`config.mk`:
```
export PLATFORM = sky130hd
export DESIGN_NAME = mcg_global_regs
export DESIGN_NICKNAME = d
export VERILOG_FILES = /design/src/mcg_pkg.sv /design/src/mcg_axil_slave.sv /design/src/mcg_global_regs.sv
export SDC_FILE = /design/constraint.sdc
export NUM_CORES = 1
export LEC_CHECK = 0
export BUFFER_PORTS_ARGS = -buffer_cell sky130_fd_sc_hd__buf_2
export CAP_MARGIN = 20
export CORE_MARGIN = 2
export CORE_UTILIZATION = 40
export DETAILED_ROUTE_END_ITERATION = 8
export PLACE_DENSITY = 0.76
export SLEW_MARGIN = 20
export SYNTH_ARGS = -nofsm -noshare
export SYNTH_HDL_FRONTEND = slang
export SYNTH_SLANG_ARGS = --single-unit
```
`constraint.sdc`:
```
create_clock -name aclk -period 1.6 [get_ports aclk]
set_input_delay 0.16 -clock aclk [delete_from_list [all_inputs] [get_ports aclk]]
set_output_delay 0.16 -clock aclk [all_outputs]
set_load 0.02 [all_outputs]
```
`src/mcg_pkg.sv`:
```
// constants for the motor controller global configuration register bank
`default_nettype none

package mcg_pkg;

    // ****************************************************************
    // register word indices (byte address is four times the index)
    // ****************************************************************
    localparam int IDX_W = 6;
    localparam logic [IDX_W-1:0] IDX_CONFIG = 6'h00;
    localparam logic [IDX_W-1:0] IDX_STATUS = 6'h01;
    localparam logic [IDX_W-1:0] IDX_COMPARE = 6'h05;
    localparam logic [IDX_W-1:0] IDX_IRQ_STATUS = 6'h10;
    localparam logic [IDX_W-1:0] IDX_IRQ_CLEAR = 6'h11;
    localparam logic [IDX_W-1:0] IDX_IRQ_ENABLE = 6'h12;

    // ****************************************************************
    // global configuration fields
    // ****************************************************************
    localparam int CONFIG_W = 11;
    localparam int BIT_POSCMP_EN = 0;
    localparam int BIT_DIR1_INV = 8;
    localparam int BIT_DIR2_INV = 9;
    localparam int BIT_LOCK = 10;
    localparam logic [CONFIG_W-1:0] CONFIG_RESET = 11'h000;

    // ****************************************************************
    // global status flags, clear on read
    // ****************************************************************
    localparam int STATUS_W = 4;
    localparam int BIT_RESET_SEEN = 0;
    localparam int BIT_DRV1_ERR = 1;
    localparam int BIT_DRV2_ERR = 2;
    localparam int BIT_PUMP_UV = 3;
    localparam logic [STATUS_W-1:0] STATUS_RESET = 4'h1;

    // ****************************************************************
    // interrupt status / clear / enable layout
    // ****************************************************************
    localparam int IRQ_W = 4;
    localparam int IRQ_DRV1_ERR = 0;
    localparam int IRQ_DRV2_ERR = 1;
    localparam int IRQ_PUMP_UV = 2;
    localparam int IRQ_CMP_HIT = 3;
    localparam logic [IRQ_W-1:0] IRQ_RESET = 4'h0;
    localparam logic [31:0] COMPARE_RESET = 32'h0000_0000;

    // ****************************************************************
    // bus responses
    // ****************************************************************
    localparam logic [1:0] RESP_OKAY = 2'h0;
    localparam logic [1:0] RESP_SLVERR = 2'h2;

endpackage : mcg_pkg

`default_nettype wire

```
`src/mcg_axil_slave.sv`:
```
// axi4-lite slave front end turning bus beats into register strobes
`default_nettype none

module mcg_axil_slave #(
    parameter int ADDR_W = 8
) (
    // clock and reset
    input wire logic aclk,
    input wire logic aresetn,
    // write address channel
    input wire logic [ADDR_W-1:0] s_axi_awaddr,
    input wire logic s_axi_awvalid,
    output logic s_axi_awready,
    // write data channel
    input wire logic [31:0] s_axi_wdata,
    input wire logic [3:0] s_axi_wstrb,
    input wire logic s_axi_wvalid,
    output logic s_axi_wready,
    // write response channel
    output logic [1:0] s_axi_bresp,
    output logic s_axi_bvalid,
    input wire logic s_axi_bready,
    // read address channel
    input wire logic [ADDR_W-1:0] s_axi_araddr,
    input wire logic s_axi_arvalid,
    output logic s_axi_arready,
    // read data channel
    output logic [31:0] s_axi_rdata,
    output logic [1:0] s_axi_rresp,
    output logic s_axi_rvalid,
    input wire logic s_axi_rready,
    // register side
    output logic wr_en,
    output logic [mcg_pkg::IDX_W-1:0] wr_idx,
    output logic [31:0] wr_data,
    output logic [3:0] wr_strb,
    input wire logic wr_err,
    output logic rd_en,
    output logic [mcg_pkg::IDX_W-1:0] rd_idx,
    input wire logic [31:0] rd_data,
    input wire logic rd_err
);

    if (ADDR_W < 8) begin : g_addr_check
        $error("mcg_axil_slave: ADDR_W must be at least 8");
    end

    logic aw_full_reg;
    logic w_full_reg;
    logic [ADDR_W-1:0] awaddr_reg;
    logic aw_hs;
    logic w_hs;
    logic ar_hs;
    logic aw_full_next;
    logic w_full_next;
    logic bvalid_next;
    logic rvalid_next;

    assign aw_hs = s_axi_awvalid && s_axi_awready;
    assign w_hs = s_axi_wvalid && s_axi_wready;
    assign ar_hs = s_axi_arvalid && s_axi_arready;

    // write fires in the first cycle both halves are held and no response pends
    assign wr_en = aw_full_reg && w_full_reg && !s_axi_bvalid;
    assign wr_idx = awaddr_reg[mcg_pkg::IDX_W+1:2];
    assign rd_en = ar_hs;
    assign rd_idx = s_axi_araddr[mcg_pkg::IDX_W+1:2];

    // next state of holding flags and response valids
    always_comb begin
        aw_full_next = (aw_full_reg || aw_hs) && !wr_en;
        w_full_next = (w_full_reg || w_hs) && !wr_en;
        bvalid_next = wr_en || (s_axi_bvalid && !s_axi_bready);
        rvalid_next = ar_hs || (s_axi_rvalid && !s_axi_rready);
    end

    // write path: address and data may arrive in either order
    always_ff @(posedge aclk) begin
        if (!aresetn) begin
            aw_full_reg <= 1'b0;
            w_full_reg <= 1'b0;
            awaddr_reg <= '0;
            wr_data <= 32'h0000_0000;
            wr_strb <= 4'h0;
            s_axi_awready <= 1'b0;
            s_axi_wready <= 1'b0;
            s_axi_bvalid <= 1'b0;
            s_axi_bresp <= mcg_pkg::RESP_OKAY;
        end else begin
            aw_full_reg <= aw_full_next;
            w_full_reg <= w_full_next;
            if (aw_hs) begin
                awaddr_reg <= s_axi_awaddr;
            end
            if (w_hs) begin
                wr_data <= s_axi_wdata;
                wr_strb <= s_axi_wstrb;
            end
            // ready only while the slot is free and no response pends
            s_axi_awready <= !aw_full_next && !bvalid_next;
            s_axi_wready <= !w_full_next && !bvalid_next;
            s_axi_bvalid <= bvalid_next;
            if (wr_en) begin
                s_axi_bresp <= wr_err ? mcg_pkg::RESP_SLVERR
                                      : mcg_pkg::RESP_OKAY;
            end
        end
    end

    // read path: data captured at the address handshake
    always_ff @(posedge aclk) begin
        if (!aresetn) begin
            s_axi_arready <= 1'b0;
            s_axi_rvalid <= 1'b0;
            s_axi_rdata <= 32'h0000_0000;
            s_axi_rresp <= mcg_pkg::RESP_OKAY;
        end else begin
            s_axi_arready <= !rvalid_next;
            s_axi_rvalid <= rvalid_next;
            if (ar_hs) begin
                s_axi_rdata <= rd_data;
                s_axi_rresp <= rd_err ? mcg_pkg::RESP_SLVERR
                                      : mcg_pkg::RESP_OKAY;
            end
        end
    end

endmodule // mcg_axil_slave

`default_nettype wire

```
`src/mcg_global_regs.sv`:
```
// global configuration, status and position compare register bank
//
// Register access over AXI4-Lite was left to the implementer.
`default_nettype none

module mcg_global_regs #(
    parameter int ADDR_W = 8
) (
    // clock and reset
    input wire logic aclk,
    input wire logic aresetn,
    // axi4-lite register bus
    input wire logic [ADDR_W-1:0] s_axi_awaddr,
    input wire logic s_axi_awvalid,
    output logic s_axi_awready,
    input wire logic [31:0] s_axi_wdata,
    input wire logic [3:0] s_axi_wstrb,
    input wire logic s_axi_wvalid,
    output logic s_axi_wready,
    output logic [1:0] s_axi_bresp,
    output logic s_axi_bvalid,
    input wire logic s_axi_bready,
    input wire logic [ADDR_W-1:0] s_axi_araddr,
    input wire logic s_axi_arvalid,
    output logic s_axi_arready,
    output logic [31:0] s_axi_rdata,
    output logic [1:0] s_axi_rresp,
    output logic s_axi_rvalid,
    input wire logic s_axi_rready,
    // motion and driver state
    input wire logic [31:0] motor1_actual_position,
    input wire logic driver1_error,
    input wire logic driver2_error,
    input wire logic pump_undervoltage,
    // configuration outputs and the undervoltage driver disable
    output logic motor1_dir_invert,
    output logic motor2_dir_invert,
    output logic driver_disable,
    // pins, output and enable
    output logic compare_pulse_pin_o,
    output logic compare_pulse_pin_oe,
    output logic int_pin_o,
    output logic int_pin_oe
);

    // ****************************************************************
    // bus front end
    // ****************************************************************
    logic wr_en;
    logic [mcg_pkg::IDX_W-1:0] wr_idx;
    logic [31:0] wr_data;
    logic [3:0] wr_strb;
    logic wr_err;
    logic rd_en;
    logic [mcg_pkg::IDX_W-1:0] rd_idx;
    logic [31:0] rd_data;
    logic rd_err;

    mcg_axil_slave #(
        .ADDR_W(ADDR_W)
    ) u_slave (
        .aclk(aclk),
        .aresetn(aresetn),
        .s_axi_awaddr(s_axi_awaddr),
        .s_axi_awvalid(s_axi_awvalid),
        .s_axi_awready(s_axi_awready),
        .s_axi_wdata(s_axi_wdata),
        .s_axi_wstrb(s_axi_wstrb),
        .s_axi_wvalid(s_axi_wvalid),
        .s_axi_wready(s_axi_wready),
        .s_axi_bresp(s_axi_bresp),
        .s_axi_bvalid(s_axi_bvalid),
        .s_axi_bready(s_axi_bready),
        .s_axi_araddr(s_axi_araddr),
        .s_axi_arvalid(s_axi_arvalid),
        .s_axi_arready(s_axi_arready),
        .s_axi_rdata(s_axi_rdata),
        .s_axi_rresp(s_axi_rresp),
        .s_axi_rvalid(s_axi_rvalid),
        .s_axi_rready(s_axi_rready),
        .wr_en(wr_en),
        .wr_idx(wr_idx),
        .wr_data(wr_data),
        .wr_strb(wr_strb),
        .wr_err(wr_err),
        .rd_en(rd_en),
        .rd_idx(rd_idx),
        .rd_data(rd_data),
        .rd_err(rd_err)
    );

    // byte-lane merge, shared by every writable register
    function automatic logic [31:0] merge_strb(input logic [31:0] cur,
                                               input logic [31:0] din,
                                               input logic [3:0] strb);
        logic [31:0] res;
        res = cur;
        for (int i = 0; i < 4; i++) begin
            if (strb[i]) begin
                res[i*8 +: 8] = din[i*8 +: 8];
            end
        end
        return res;
    endfunction

    // index decode, shared by read and write paths
    function automatic logic idx_mapped(input logic [mcg_pkg::IDX_W-1:0] idx);
        return idx == mcg_pkg::IDX_CONFIG || idx == mcg_pkg::IDX_STATUS ||
               idx == mcg_pkg::IDX_COMPARE ||
               idx == mcg_pkg::IDX_IRQ_STATUS ||
               idx == mcg_pkg::IDX_IRQ_CLEAR ||
               idx == mcg_pkg::IDX_IRQ_ENABLE;
    endfunction

    // ****************************************************************
    // register storage
    // ****************************************************************
    logic [mcg_pkg::CONFIG_W-1:0] config_reg;
    logic [mcg_pkg::STATUS_W-1:0] status_reg;
    logic [31:0] compare_reg;
    logic [mcg_pkg::IRQ_W-1:0] irq_status_reg;
    logic [mcg_pkg::IRQ_W-1:0] irq_enable_reg;
    logic [31:0] config_merged;
    logic [31:0] cmp_merged;
    logic [31:0] en_merged;
    logic [31:0] clr_merged;
    logic pos_match;
    logic [mcg_pkg::STATUS_W-1:0] status_set;
    logic [mcg_pkg::IRQ_W-1:0] irq_set;

    assign wr_err = !idx_mapped(wr_idx);
    assign rd_err = !idx_mapped(rd_idx);
    assign config_merged = merge_strb({21'h000000, config_reg}, wr_data,
                                      wr_strb);
    assign cmp_merged = merge_strb(compare_reg, wr_data, wr_strb);
    assign en_merged = merge_strb({28'h0000000, irq_enable_reg}, wr_data,
                                  wr_strb);
    assign clr_merged = merge_strb(32'h0000_0000, wr_data, wr_strb);
    assign pos_match = motor1_actual_position == compare_reg;

    // configuration: only defined bits are stored, the rest read zero
    always_ff @(posedge aclk) begin
        if (!aresetn) begin
            config_reg <= mcg_pkg::CONFIG_RESET;
        end else if (wr_en && wr_idx == mcg_pkg::IDX_CONFIG &&
                     !config_reg[mcg_pkg::BIT_LOCK]) begin
            config_reg[mcg_pkg::BIT_POSCMP_EN] <=
                config_merged[mcg_pkg::BIT_POSCMP_EN];
            config_reg[mcg_pkg::BIT_DIR1_INV] <=
                config_merged[mcg_pkg::BIT_DIR1_INV];
            config_reg[mcg_pkg::BIT_DIR2_INV] <=
                config_merged[mcg_pkg::BIT_DIR2_INV];
            // lock only ever sets; nothing but reset releases it
            config_reg[mcg_pkg::BIT_LOCK] <=
                config_merged[mcg_pkg::BIT_LOCK];
        end
    end

    // compare value, write only
    always_ff @(posedge aclk) begin
        if (!aresetn) begin
            compare_reg <= mcg_pkg::COMPARE_RESET;
        end else if (wr_en && wr_idx == mcg_pkg::IDX_COMPARE) begin
            compare_reg <= cmp_merged;
        end
    end

    // status events; levels keep re-setting their flag while present
    always_comb begin
        status_set = '0;
        status_set[mcg_pkg::BIT_DRV1_ERR] = driver1_error;
        status_set[mcg_pkg::BIT_DRV2_ERR] = driver2_error;
        status_set[mcg_pkg::BIT_PUMP_UV] = pump_undervoltage;
        irq_set = '0;
        irq_set[mcg_pkg::IRQ_DRV1_ERR] = driver1_error;
        irq_set[mcg_pkg::IRQ_DRV2_ERR] = driver2_error;
        irq_set[mcg_pkg::IRQ_PUMP_UV] = pump_undervoltage;
        irq_set[mcg_pkg::IRQ_CMP_HIT] = pos_match && !compare_pulse_pin_o;
    end

    // clear on read; an event in the read cycle survives the clear
    always_ff @(posedge aclk) begin
        if (!aresetn) begin
            status_reg <= mcg_pkg::STATUS_RESET;
        end else if (rd_en && rd_idx == mcg_pkg::IDX_STATUS) begin
            status_reg <= status_set;
        end else begin
            status_reg <= status_reg | status_set;
        end
    end

    // interrupt status, write-one-to-clear, set wins
    always_ff @(posedge aclk) begin
        if (!aresetn) begin
            irq_status_reg <= mcg_pkg::IRQ_RESET;
        end else if (wr_en && wr_idx == mcg_pkg::IDX_IRQ_CLEAR) begin
            irq_status_reg <= (irq_status_reg &
                ~clr_merged[mcg_pkg::IRQ_W-1:0]) | irq_set;
        end else begin
            irq_status_reg <= irq_status_reg | irq_set;
        end
    end

    // interrupt enable mask
    always_ff @(posedge aclk) begin
        if (!aresetn) begin
            irq_enable_reg <= mcg_pkg::IRQ_RESET;
        end else if (wr_en && wr_idx == mcg_pkg::IDX_IRQ_ENABLE) begin
            irq_enable_reg <= en_merged[mcg_pkg::IRQ_W-1:0];
        end
    end

    // read mux; write-only registers read zero
    always_comb begin
        rd_data = 32'h0000_0000;
        case (rd_idx)
            mcg_pkg::IDX_CONFIG: rd_data[mcg_pkg::CONFIG_W-1:0] = config_reg;
            mcg_pkg::IDX_STATUS: rd_data[mcg_pkg::STATUS_W-1:0] = status_reg;
            mcg_pkg::IDX_IRQ_STATUS:
                rd_data[mcg_pkg::IRQ_W-1:0] = irq_status_reg;
            mcg_pkg::IDX_IRQ_ENABLE:
                rd_data[mcg_pkg::IRQ_W-1:0] = irq_enable_reg;
            default: rd_data = 32'h0000_0000;
        endcase
    end

    // ****************************************************************
    // outputs, all straight from flip-flops
    // ****************************************************************
    always_ff @(posedge aclk) begin
        if (!aresetn) begin
            motor1_dir_invert <= 1'b0;
            motor2_dir_invert <= 1'b0;
            driver_disable <= 1'b0;
        end else begin
            motor1_dir_invert <= config_reg[mcg_pkg::BIT_DIR1_INV];
            motor2_dir_invert <= config_reg[mcg_pkg::BIT_DIR2_INV];
            driver_disable <= pump_undervoltage;
        end
    end

    // pins: tristated unless compare-output enable is set; the board
    // must pull them up meanwhile, they float otherwise
    always_ff @(posedge aclk) begin
        if (!aresetn) begin
            compare_pulse_pin_o <= 1'b0;
            compare_pulse_pin_oe <= 1'b0;
            int_pin_o <= 1'b0;
            int_pin_oe <= 1'b0;
        end else begin
            compare_pulse_pin_o <= pos_match;
            compare_pulse_pin_oe <= config_reg[mcg_pkg::BIT_POSCMP_EN];
            int_pin_o <= |(irq_status_reg & irq_enable_reg);
            int_pin_oe <= config_reg[mcg_pkg::BIT_POSCMP_EN];
        end
    end

    // ****************************************************************
    // assertions
    // ****************************************************************
    property p_pins_tristate;
        @(posedge aclk) disable iff (!aresetn)
        !config_reg[mcg_pkg::BIT_POSCMP_EN] |=>
            !compare_pulse_pin_oe && !int_pin_oe;
    endproperty
    a_pins_tristate: assert property (p_pins_tristate)
        else $error("pins driven while compare output disabled");

    property p_dir1;
        @(posedge aclk) disable iff (!aresetn)
        wr_en && wr_idx == mcg_pkg::IDX_CONFIG && wr_strb[1] &&
        !config_reg[mcg_pkg::BIT_LOCK] |=> ##1
            motor1_dir_invert == $past(wr_data[8], 2);
    endproperty
    a_dir1: assert property (p_dir1)
        else $error("motor 1 direction does not follow config write");

    property p_dir2;
        @(posedge aclk) disable iff (!aresetn)
        wr_en && wr_idx == mcg_pkg::IDX_CONFIG && wr_strb[1] &&
        !config_reg[mcg_pkg::BIT_LOCK] |=> ##1
            motor2_dir_invert == $past(wr_data[9], 2);
    endproperty
    a_dir2: assert property (p_dir2)
        else $error("motor 2 direction does not follow config write");

    property p_lock_ignores;
        @(posedge aclk) disable iff (!aresetn)
        config_reg[mcg_pkg::BIT_LOCK] |=> $stable(config_reg);
    endproperty
    a_lock_ignores: assert property (p_lock_ignores)
        else $error("configuration changed while locked");

    property p_read_clears;
        @(posedge aclk) disable iff (!aresetn)
        rd_en && rd_idx == mcg_pkg::IDX_STATUS && !driver1_error &&
        !driver2_error && !pump_undervoltage |=> status_reg == 4'h0;
    endproperty
    a_read_clears: assert property (p_read_clears)
        else $error("status not cleared by read");

    property p_drv1_flag;
        @(posedge aclk) disable iff (!aresetn)
        driver1_error |=> status_reg[mcg_pkg::BIT_DRV1_ERR];
    endproperty
    a_drv1_flag: assert property (p_drv1_flag)
        else $error("driver 1 error flag missed");

    property p_drv2_flag;
        @(posedge aclk) disable iff (!aresetn)
        driver2_error |=> status_reg[mcg_pkg::BIT_DRV2_ERR];
    endproperty
    a_drv2_flag: assert property (p_drv2_flag)
        else $error("driver 2 error flag missed");

    property p_pump_uv;
        @(posedge aclk) disable iff (!aresetn)
        pump_undervoltage |=> driver_disable &&
            status_reg[mcg_pkg::BIT_PUMP_UV];
    endproperty
    a_pump_uv: assert property (p_pump_uv)
        else $error("undervoltage did not disable driver");

    property p_compare_pulse;
        @(posedge aclk) disable iff (!aresetn)
        aresetn |=> compare_pulse_pin_o ==
            ($past(motor1_actual_position) == $past(compare_reg));
    endproperty
    a_compare_pulse: assert property (p_compare_pulse)
        else $error("compare pulse does not track position match");

    property p_lock_holds;
        @(posedge aclk) disable iff (!aresetn)
        config_reg[mcg_pkg::BIT_LOCK] |=> config_reg[mcg_pkg::BIT_LOCK];
    endproperty
    a_lock_holds: assert property (p_lock_holds)
        else $error("configuration lock released without reset");

endmodule // mcg_global_regs

`default_nettype wire

```
## Yosys cells after proc, flatten, opt, wreduce, memory -nomap -nowiden

Index checks and enable logic that the tools add are counted.

- Equality and inequality tests: 11
- Muxes and demuxes: 7
- Bitwise operators: 6
- Reductions and logical operators: 52

Operator list:

| cell | number |
|---|---|
| equality test 6 x 5 -> 1 bit, second input constant | 6 |
| equality test 32 bit | 1 |
| logical AND 1 bit | 18 |
| case mux 4 bit (4 select lines) | 1 |
| logical OR 1 bit | 14 |
| AND reduction 2 bit | 7 |
| equality test 6 x 1 -> 1 bit, second input constant | 2 |
| equality test 6 x 3 -> 1 bit, second input constant | 2 |
| zero test 6 bit | 2 |
| two-way mux 4 bit | 3 |
| OR 4 bit | 3 |
| zero test 1 bit | 10 |
| AND 4 bit | 2 |
| two-way mux 7 bit | 1 |
| two-way mux 2 bit | 2 |
| NOT 4 bit | 1 |
| OR reduction 4 bit | 1 |

- Register bits after elaboration: 120
- Input bits: 94
- Output and inout bits: 48

## Depth between registers and ports, before layout

Gate-level depths: netlist of run 1.

- Word-level depth: 7
- Depth in mapped cells: 6

## Modules after synthesis

A second synthesis of run 1 with hierarchy kept.

- Cells, all modules: 665
- Area, all modules: 5854.4 um^2

By module, submodules not included:

| module | times used | cells an instance | area an instance (um^2) | seq. area each (um^2) |
|---|---|---|---|---|
| mcg_axil_slave | 1 | 362 | 3243.1 | 1661.6 |
| mcg_global_regs | 1 | 303 | 2611.3 | 1081.0 |

## Least setup slack after synthesis of run 1

Ideal clock, no wire load.

- Path type: register -> register
- Start: register u_slave.awaddr_reg[7]
- End: register compare_reg[0]
- Setup time: 0.070 ns
- Data arrival time: 1.697 ns
- Data required time: 1.530 ns
- Slack: -0.167 ns
- Stages on the path, launching flop included: 7
- Buffers on the path: 1
- Period minus slack after synthesis: 1.767 ns
- Path through: dfxtp_1 or4b_4 nor4b_4 and2_1 buf_4 nand2_1 a21boi_1

- Word-level cells in the longest chain between the ends: 3

RTL lines:

| what | line | RTL |
|---|---|---|
| from (decl) | mcg_axil_slave.sv:50 | `logic [ADDR_W-1:0] awaddr_reg;` |
| from (signal assigned) | mcg_axil_slave.sv:93 | `awaddr_reg <= s_axi_awaddr;` |
| equality test 6 x 3 -> 1 bit | mcg_global_regs.sv:163 | `end else if (wr_en && wr_idx == mcg_pkg::IDX_COMPARE) begin` |
| logical AND 1 bit | mcg_global_regs.sv:163 |  |
| AND reduction 2 bit (no line) | - |  |
| to (signal assigned) | mcg_global_regs.sv:162 | `compare_reg <= mcg_pkg::COMPARE_RESET;` |
| to (signal assigned) | mcg_global_regs.sv:164 | `compare_reg <= cmp_merged;` |
| to (decl) | mcg_global_regs.sv:120 | `logic [31:0] compare_reg;` |

Every way passes these cells.
A chain may end at the register's enable or synchronous reset.

## Final worst setup path of run 1

- Start: register u_slave.awaddr_reg[5]
- End: register compare_reg[25]

Same word-level chain as after synthesis.

==> results of run 1 <==
## placed cells by master (no fill, tap or decap), types with 6 or more instances in the layout
cell                        instances
sky130_fd_sc_hd__nor2b_1           11
sky130_fd_sc_hd__o21ai_0            6
sky130_fd_sc_hd__and2_1            11
sky130_fd_sc_hd__nand3_1           14
sky130_fd_sc_hd__conb_1            27
sky130_fd_sc_hd__a21boi_1          27
sky130_fd_sc_hd__nor2_1             8
sky130_fd_sc_hd__buf_4             15
sky130_fd_sc_hd__mux2i_1            8
sky130_fd_sc_hd__a21oi_1            7
sky130_fd_sc_hd__buf_2            110
sky130_fd_sc_hd__clkbuf_16          9
sky130_fd_sc_hd__xnor2_1           12
sky130_fd_sc_hd__dfxtp_1          106
sky130_fd_sc_hd__nand2_1          152
sky130_fd_sc_hd__a21boi_0          51
sky130_fd_sc_hd__xor2_1            21
sky130_fd_sc_hd__nand2_2           11
## layout make-up
class                           count  area [sq um]
Timing Repair Buffer              130           737
Multi-Input combinational cell    421          2510
Inverter                            1          3.75
Clock buffer                        9           225
Tap cell                          147           184
Sequential cell                   112          2250
Clock inverter                      7          76.3
Fill cell                        1153          5970
## critical path: cells and delay by family (launching register included)
kind,cells,cell delay [ns]
AO/OA/AOI/OAI,1,0.12
flip-flops,1,0.32
buffers and inverters,1,0.19
AND/OR/NAND/NOR,4,1.16
## where the power goes
part | total (mW) | switching, mW | leakage, nW | internal (mW)
clock | 2.23 | 1.12 | 0.148 | 1.11
sequential | 2.92 | 0.0587 | 0.913 | 2.86
combinational | 0.541 | 0.303 | 1.39 | 0.237
## synthesized netlist by cell type (5+ instances only)
cell type | number | share of area (%)
sky130_fd_sc_hd__a22oi_1 | 5 | 0.77
sky130_fd_sc_hd__a21oi_1 | 7 | 0.72
sky130_fd_sc_hd__xor2_1 | 21 | 3.8
sky130_fd_sc_hd__mux2i_1 | 8 | 1.6
sky130_fd_sc_hd__a21boi_0 | 51 | 7.9
sky130_fd_sc_hd__and2_1 | 14 | 1.8
sky130_fd_sc_hd__nand3_1 | 15 | 1.5
sky130_fd_sc_hd__dfxtp_1 | 112 | 46
sky130_fd_sc_hd__nor2b_1 | 12 | 1.5
sky130_fd_sc_hd__nor2_1 | 8 | 0.62
sky130_fd_sc_hd__nor4_1 | 8 | 1.0
sky130_fd_sc_hd__clkbuf_1 | 23 | 1.8
sky130_fd_sc_hd__buf_4 | 32 | 4.9
sky130_fd_sc_hd__and3_1 | 5 | 0.64
sky130_fd_sc_hd__a21boi_1 | 32 | 4.9
sky130_fd_sc_hd__nand2_1 | 163 | 13
sky130_fd_sc_hd__o21ai_0 | 6 | 0.62
sky130_fd_sc_hd__xnor2_1 | 12 | 2.2
## per-layer routing
| metal | part of all wire [%] | wire, microns | up-vias | GRT usage, % |
|---|---|---|---|---|
| li1 | - | - | 2038 | - |
| met4 | 2.2 | 238 | 0 | 6.83 |
| met5 | 0 | 0 | - | 0 |
| met2 | 47 | 5130 | 116 | 29.2 |
| met1 | 46 | 5060 | 1772 | 21.6 |
| met3 | 4.9 | 537 | 20 | 3.86 |
## what timing repair did
item | CTS | global route
gates resized for setup | 21 | 21
setup buffers | 0 | 1
setup endpoints to repair | 41 | 44
pin swaps | 5 | 9
## per-stage QoR
stage	setup TNS [ns]	hold WS, ns	utilization [%]	cells	cell area, sq um
CTS	-6.47	0.0342	49.4	826	5910
floorplan	-4.98	0.282	-	590	5000
finish	-7.26	0.0442	50.1	827	5990
global route	-10.63	0.0471	50.1	827	5990
detailed placement	-9.95	0.410	46.4	810	5550
global placement	-9.17	0.406	46.4	810	5550
## cell families after synthesis
| logic type | after synthesis | synth area share (%) |
|---|---|---|
| AOI/OAI and AO/OA | 108 | 16.1 |
| xor gates and xnor gates | 33 | 5.93 |
| buffers and inverters | 57 | 6.88 |
| DFF | 112 | 46.0 |
| muxes | 12 | 2.57 |
| other | 1 | 0.0769 |
| and+or+nand+nor | 241 | 22.5 |
## path summary, 6_finish.rpt
path	cells past startpoint	slack, ns	end
worst max-delay path	6	-0.26	compare_reg[25]
worst min-delay path	3	0.04	u_slave.wr_data[18]
worst max register to register	6	-0.26	compare_reg[25]
worst min register to register	2	0.45	status_reg[0]
==> results.yml, run 1 <==
run:
  max-cap-violations: 0
critical_path:
  worst-path-max-fanout: 8
  critical-path-slowest-cell: "sky130_fd_sc_hd__or4b_4"
  worstSetupEndpointType: "register"
  crit_chain: "or4b_4 > nor4b_4 > buf_6 > and2_4 > nand2_1 > a21boi_1"
  highest_cell_delay_on_the_worst_timing_path_ns: 0.55
  timing.critical_path.required_ns: 1.88
  setup.worst_path.class: "reg -> reg"
  timing.rr.start: "u_slave.awaddr_reg[5]"
  worstPathArrival_ns: 2.14
  critical_path.startpoint_type: "register"
  critPathLaunch: "u_slave.awaddr_reg[5]"
floorplan:
  core_area_sq_mm: 0.0120
  dieWidth_microns: 114
  io_pins: 142
  die_height_microns: 114
  design.die.area_sq_mm: 0.0131
  starting_utilization_of_the_core_area_pct: 40.7
  floorplan.rows: 40
detailed_routing:
  drt-wirelength-per-cell_microns: 13.3
  detailedRoute.firstPassIterationCount: 5
  route.final.wire_length_microns: 11000
  first_iter_violations: 194
  via_count: 3946
  detail_route.vias_per_cell: 4.77
  postRouteAntennaNets: 0
  post-route-drc-count: 0
timing:
  final_hold_viol_count: 0
  fin_crit_share_pct: 116
  worst_slack_ns: -0.257
  finalWorstPathRequiredPeriod_ns: 1.86
  max_slew_violation_count: 0
  unrepaired_setup_endpoints_after_global_routing: "true"
  max_freq_mhz: 539
  clock_skew_ns: 0.0106
  final_count_of_negative_setup_slack_endpoints: 35
pwr:
  p_total_mw: 5.69
  vdd_drop_max_mv: 0.459
  p_leak_nw: 2.45
  pwr_cell_area_mw_per_mm2: 951
placement:
  gp_congestion: 0.893
  dpl_worst_slack_ns: -0.343
  post-dp-hpwl_microns: 8070
  placement.io_buffers: 110
cts:
  cts.clk_slew.worst_paths_ns: 0.08
  number_of_hold_repair_buffers_added_at_the_cts_stage: 0
  ctsRootBufferMaster: "sky130_fd_sc_hd__clkbuf_16"
  htree_levels: 3
  tritoncts.num_buffers: 9
  numClockSinks: 112
  clkLatencyLatePin_ns: 0.36
  tritoncts: "done"
  clock_buffer_depth: 2
run_status:
  status: "finished with violations"
  violations: "setup timing"
synthesis:
  syn_area_per_cell_sq_um: 8.64
  ys_types: 36
  synthArstFlopShare_pct: 0
  yosysSeqAreaShare_pct: 46.0
  yosysWarningCount: 0
  synth_top_flop_cell: "sky130_fd_sc_hd__dfxtp_1"
  synth-seq-cells: 112
  synth.cell_area_sq_mm: 0.00487
  synth-edff-count: 0
  synth_cells: 564
final_layout:
  antenna-diode-count: 0
  drive_above_1_share_pct: 27.6
  final_nets: 769
  syn2layout_area_growth_pct: 22.8
grt:
  grt_pass1_wl_microns: 17900
  grt_antenna_before_repair: 0
  track_usage_pct: 17.3
  grt_overflow: 0
  grt_start_max_net_pins: 111
  first_global_vias: 3701
worst_hold_path:
  hold_start: "s_axi_wdata[18]"
  worst_hold_path_type: "in -> reg"
Power figures use the tool's default switching activity.
==> run 2: changes to the inputs <==
GPL_TIMING_DRIVEN = 0   (was default)
==> results.yml, run 2 (synthesis gave the netlist of run 1 again) <==
critical_path:
  critical_path.startpoint_type: "register"
  critical-path-slowest-cell: "sky130_fd_sc_hd__or4b_4"
  path_buf_inv: 1
  crit_chain: "or4b_4 > nor4b_4 > buf_6 > and2_4 > nand2_2 > a21boi_2"
  setup.worst_path.class: "reg -> reg"
  worstPathArrival_ns: 2.10
  timing.critical_path.required_ns: 1.88
  highest_cell_delay_on_the_worst_timing_path_ns: 0.56
  worst-path-max-fanout: 8
  worstSetupEndpointType: "register"
  timing.critical_path.max_delay_family: "simple AND/OR/NAND/NOR gates"
final_layout:
  final_nets: 803
  mostFrequentLayoutCells: "sky130_fd_sc_hd__nand2_1, sky130_fd_sc_hd__buf_2, sky130_fd_sc_hd__dfxtp_1"
  antenna-diode-count: 0
  syn2layout_area_growth_pct: 26.5
  post_layout_nonfiller_instances: 861
  layout_commonest_cell: "sky130_fd_sc_hd__nand2_1"
  fin_util_pct: 51.6
  drive_above_1_share_pct: 29.4
  num-fill-cells: 1156
  final_cell_area_sq_mm: 0.00617
timing:
  final_count_of_negative_setup_slack_endpoints: 38
  tightest_slew_ns: 0.673
  unrepaired_setup_endpoints_after_global_routing: "true"
  clock_skew_ns: 0.0116
  max_slew_violation_count: 0
  slew-limit-headroom_pct: 55.1
  max_freq_mhz: 551
  hold-worst-slack_ns: 0.0423
  setup_tns_ns: -6.29
  worst_slack_ns: -0.216
  finalWorstPathRequiredPeriod_ns: 1.82
  fin_crit_share_pct: 114
  final_hold_viol_count: 0
run_status:
  violations: "setup timing"
  status: "finished with violations"
placement:
  placed_cells: 845
  gp_congestion: 0.826
  post-dp-hpwl_microns: 8710
  placed_cell_area_sq_mm: 0.00573
  placement.io_buffers: 108
  dpl_worst_slack_ns: -0.488
cts:
  ctsRootBufferMaster: "sky130_fd_sc_hd__clkbuf_16"
  tritoncts.num_buffers: 9
  clock_buffer_depth: 2
  tritoncts: "done"
  numClockSinks: 112
  htree_levels: 3
  cts.clk_slew.worst_paths_ns: 0.08
  clkLatencyLatePin_ns: 0.35
  number_of_hold_repair_buffers_added_at_the_cts_stage: 0
floorplan:
  io_pins: 142
  design.die.area_sq_mm: 0.0131
  core_area_sq_mm: 0.0120
  starting_utilization_of_the_core_area_pct: 40.7
  floorplan.rows: 40
  die_height_microns: 114
  dieWidth_microns: 114
grt:
  track_usage_pct: 18.0
  grt_pass1_wl_microns: 18400
  grt_start_max_net_pins: 21
  grt_overflow: 0
  grt_antenna_before_repair: 0
  first_global_vias: 3690
detailed_routing:
  postRouteAntennaNets: 0
  detailedRoute.firstPassIterationCount: 4
  post-route-drc-count: 0
  route.final.wire_length_microns: 11600
  drt-wirelength-per-cell_microns: 13.4
  first_iter_violations: 184
  detail_route.vias_per_cell: 4.65
  via_count: 4001
run:
  max-cap-violations: 0
pwr:
  vdd_drop_max_mv: 0.513
  pwr_cell_area_mw_per_mm2: 951
  p_total_mw: 5.86
  p_leak_nw: 2.56
worst_hold_path:
  worst_hold_path_type: "in -> reg"
run 2: path summary, 6_finish.rpt:
| kind | from | end | slack [ns] | depth (start not counted) |
|---|---|---|---|---|
| hold / removal | s_axi_wdata[16] | u_slave.wr_data[16] | 0.04 | 3 |
| hold reg to reg | status_reg[0] | status_reg[0] | 0.45 | 2 |
| setup reg to reg | u_slave.awaddr_reg[7] | compare_reg[7] | -0.22 | 6 |
| setup / recovery | u_slave.awaddr_reg[7] | compare_reg[7] | -0.22 | 6 |
run 2: per-layer routing:
layer	GRT usage, %	part of all wire, %	vias to the layer above
met4	4.96	1.3	0
li1	-	-	2108
met2	30.1	47	112
met1	23.3	46	1767
met3	3.97	4.9	14
met5	0	0	-
run 2: where the power goes:
group	total, mW	switching (mW)	internal (mW)
combinational	0.601	0.327	0.275
clock	2.34	1.09	1.25
sequential	2.92	0.0577	2.86
total	5.86	1.48	4.39
run 2: cell type report:
type | instances | area, sq um | share of cell area [%]
plain buffers | 50 | 295 | 4.79
clock buffers | 9 | 225 | 3.65
clock inverters | 7 | 88.8 | 1.44
inverters | 1 | 3.75 | 0.0609
multi-input cells | 421 | 2520 | 40.9
flip-flops and latches | 112 | 2260 | 36.6
well taps | 147 | 184 | 2.98
repair buffers | 114 | 589 | 9.56
run 2: what timing repair did:
| item | CTS | global route |
|---|---|---|
| gates resized for setup | 29 | 21 |
| endpoints found under the setup margin | 74 | 67 |
| buffers inserted | 3 | 3 |
| pin swaps | 9 | 8 |
run 2: worst register-to-register path, cell delays in order, from the launching register on:
cell and delay [ns]:
sky130_fd_sc_hd__dfxtp_2 0.33, sky130_fd_sc_hd__or4b_4 0.56, sky130_fd_sc_hd__nor4b_4 0.28, sky130_fd_sc_hd__buf_6 0.18
sky130_fd_sc_hd__and2_4 0.22, sky130_fd_sc_hd__nand2_2 0.07, sky130_fd_sc_hd__a21boi_2 0.13
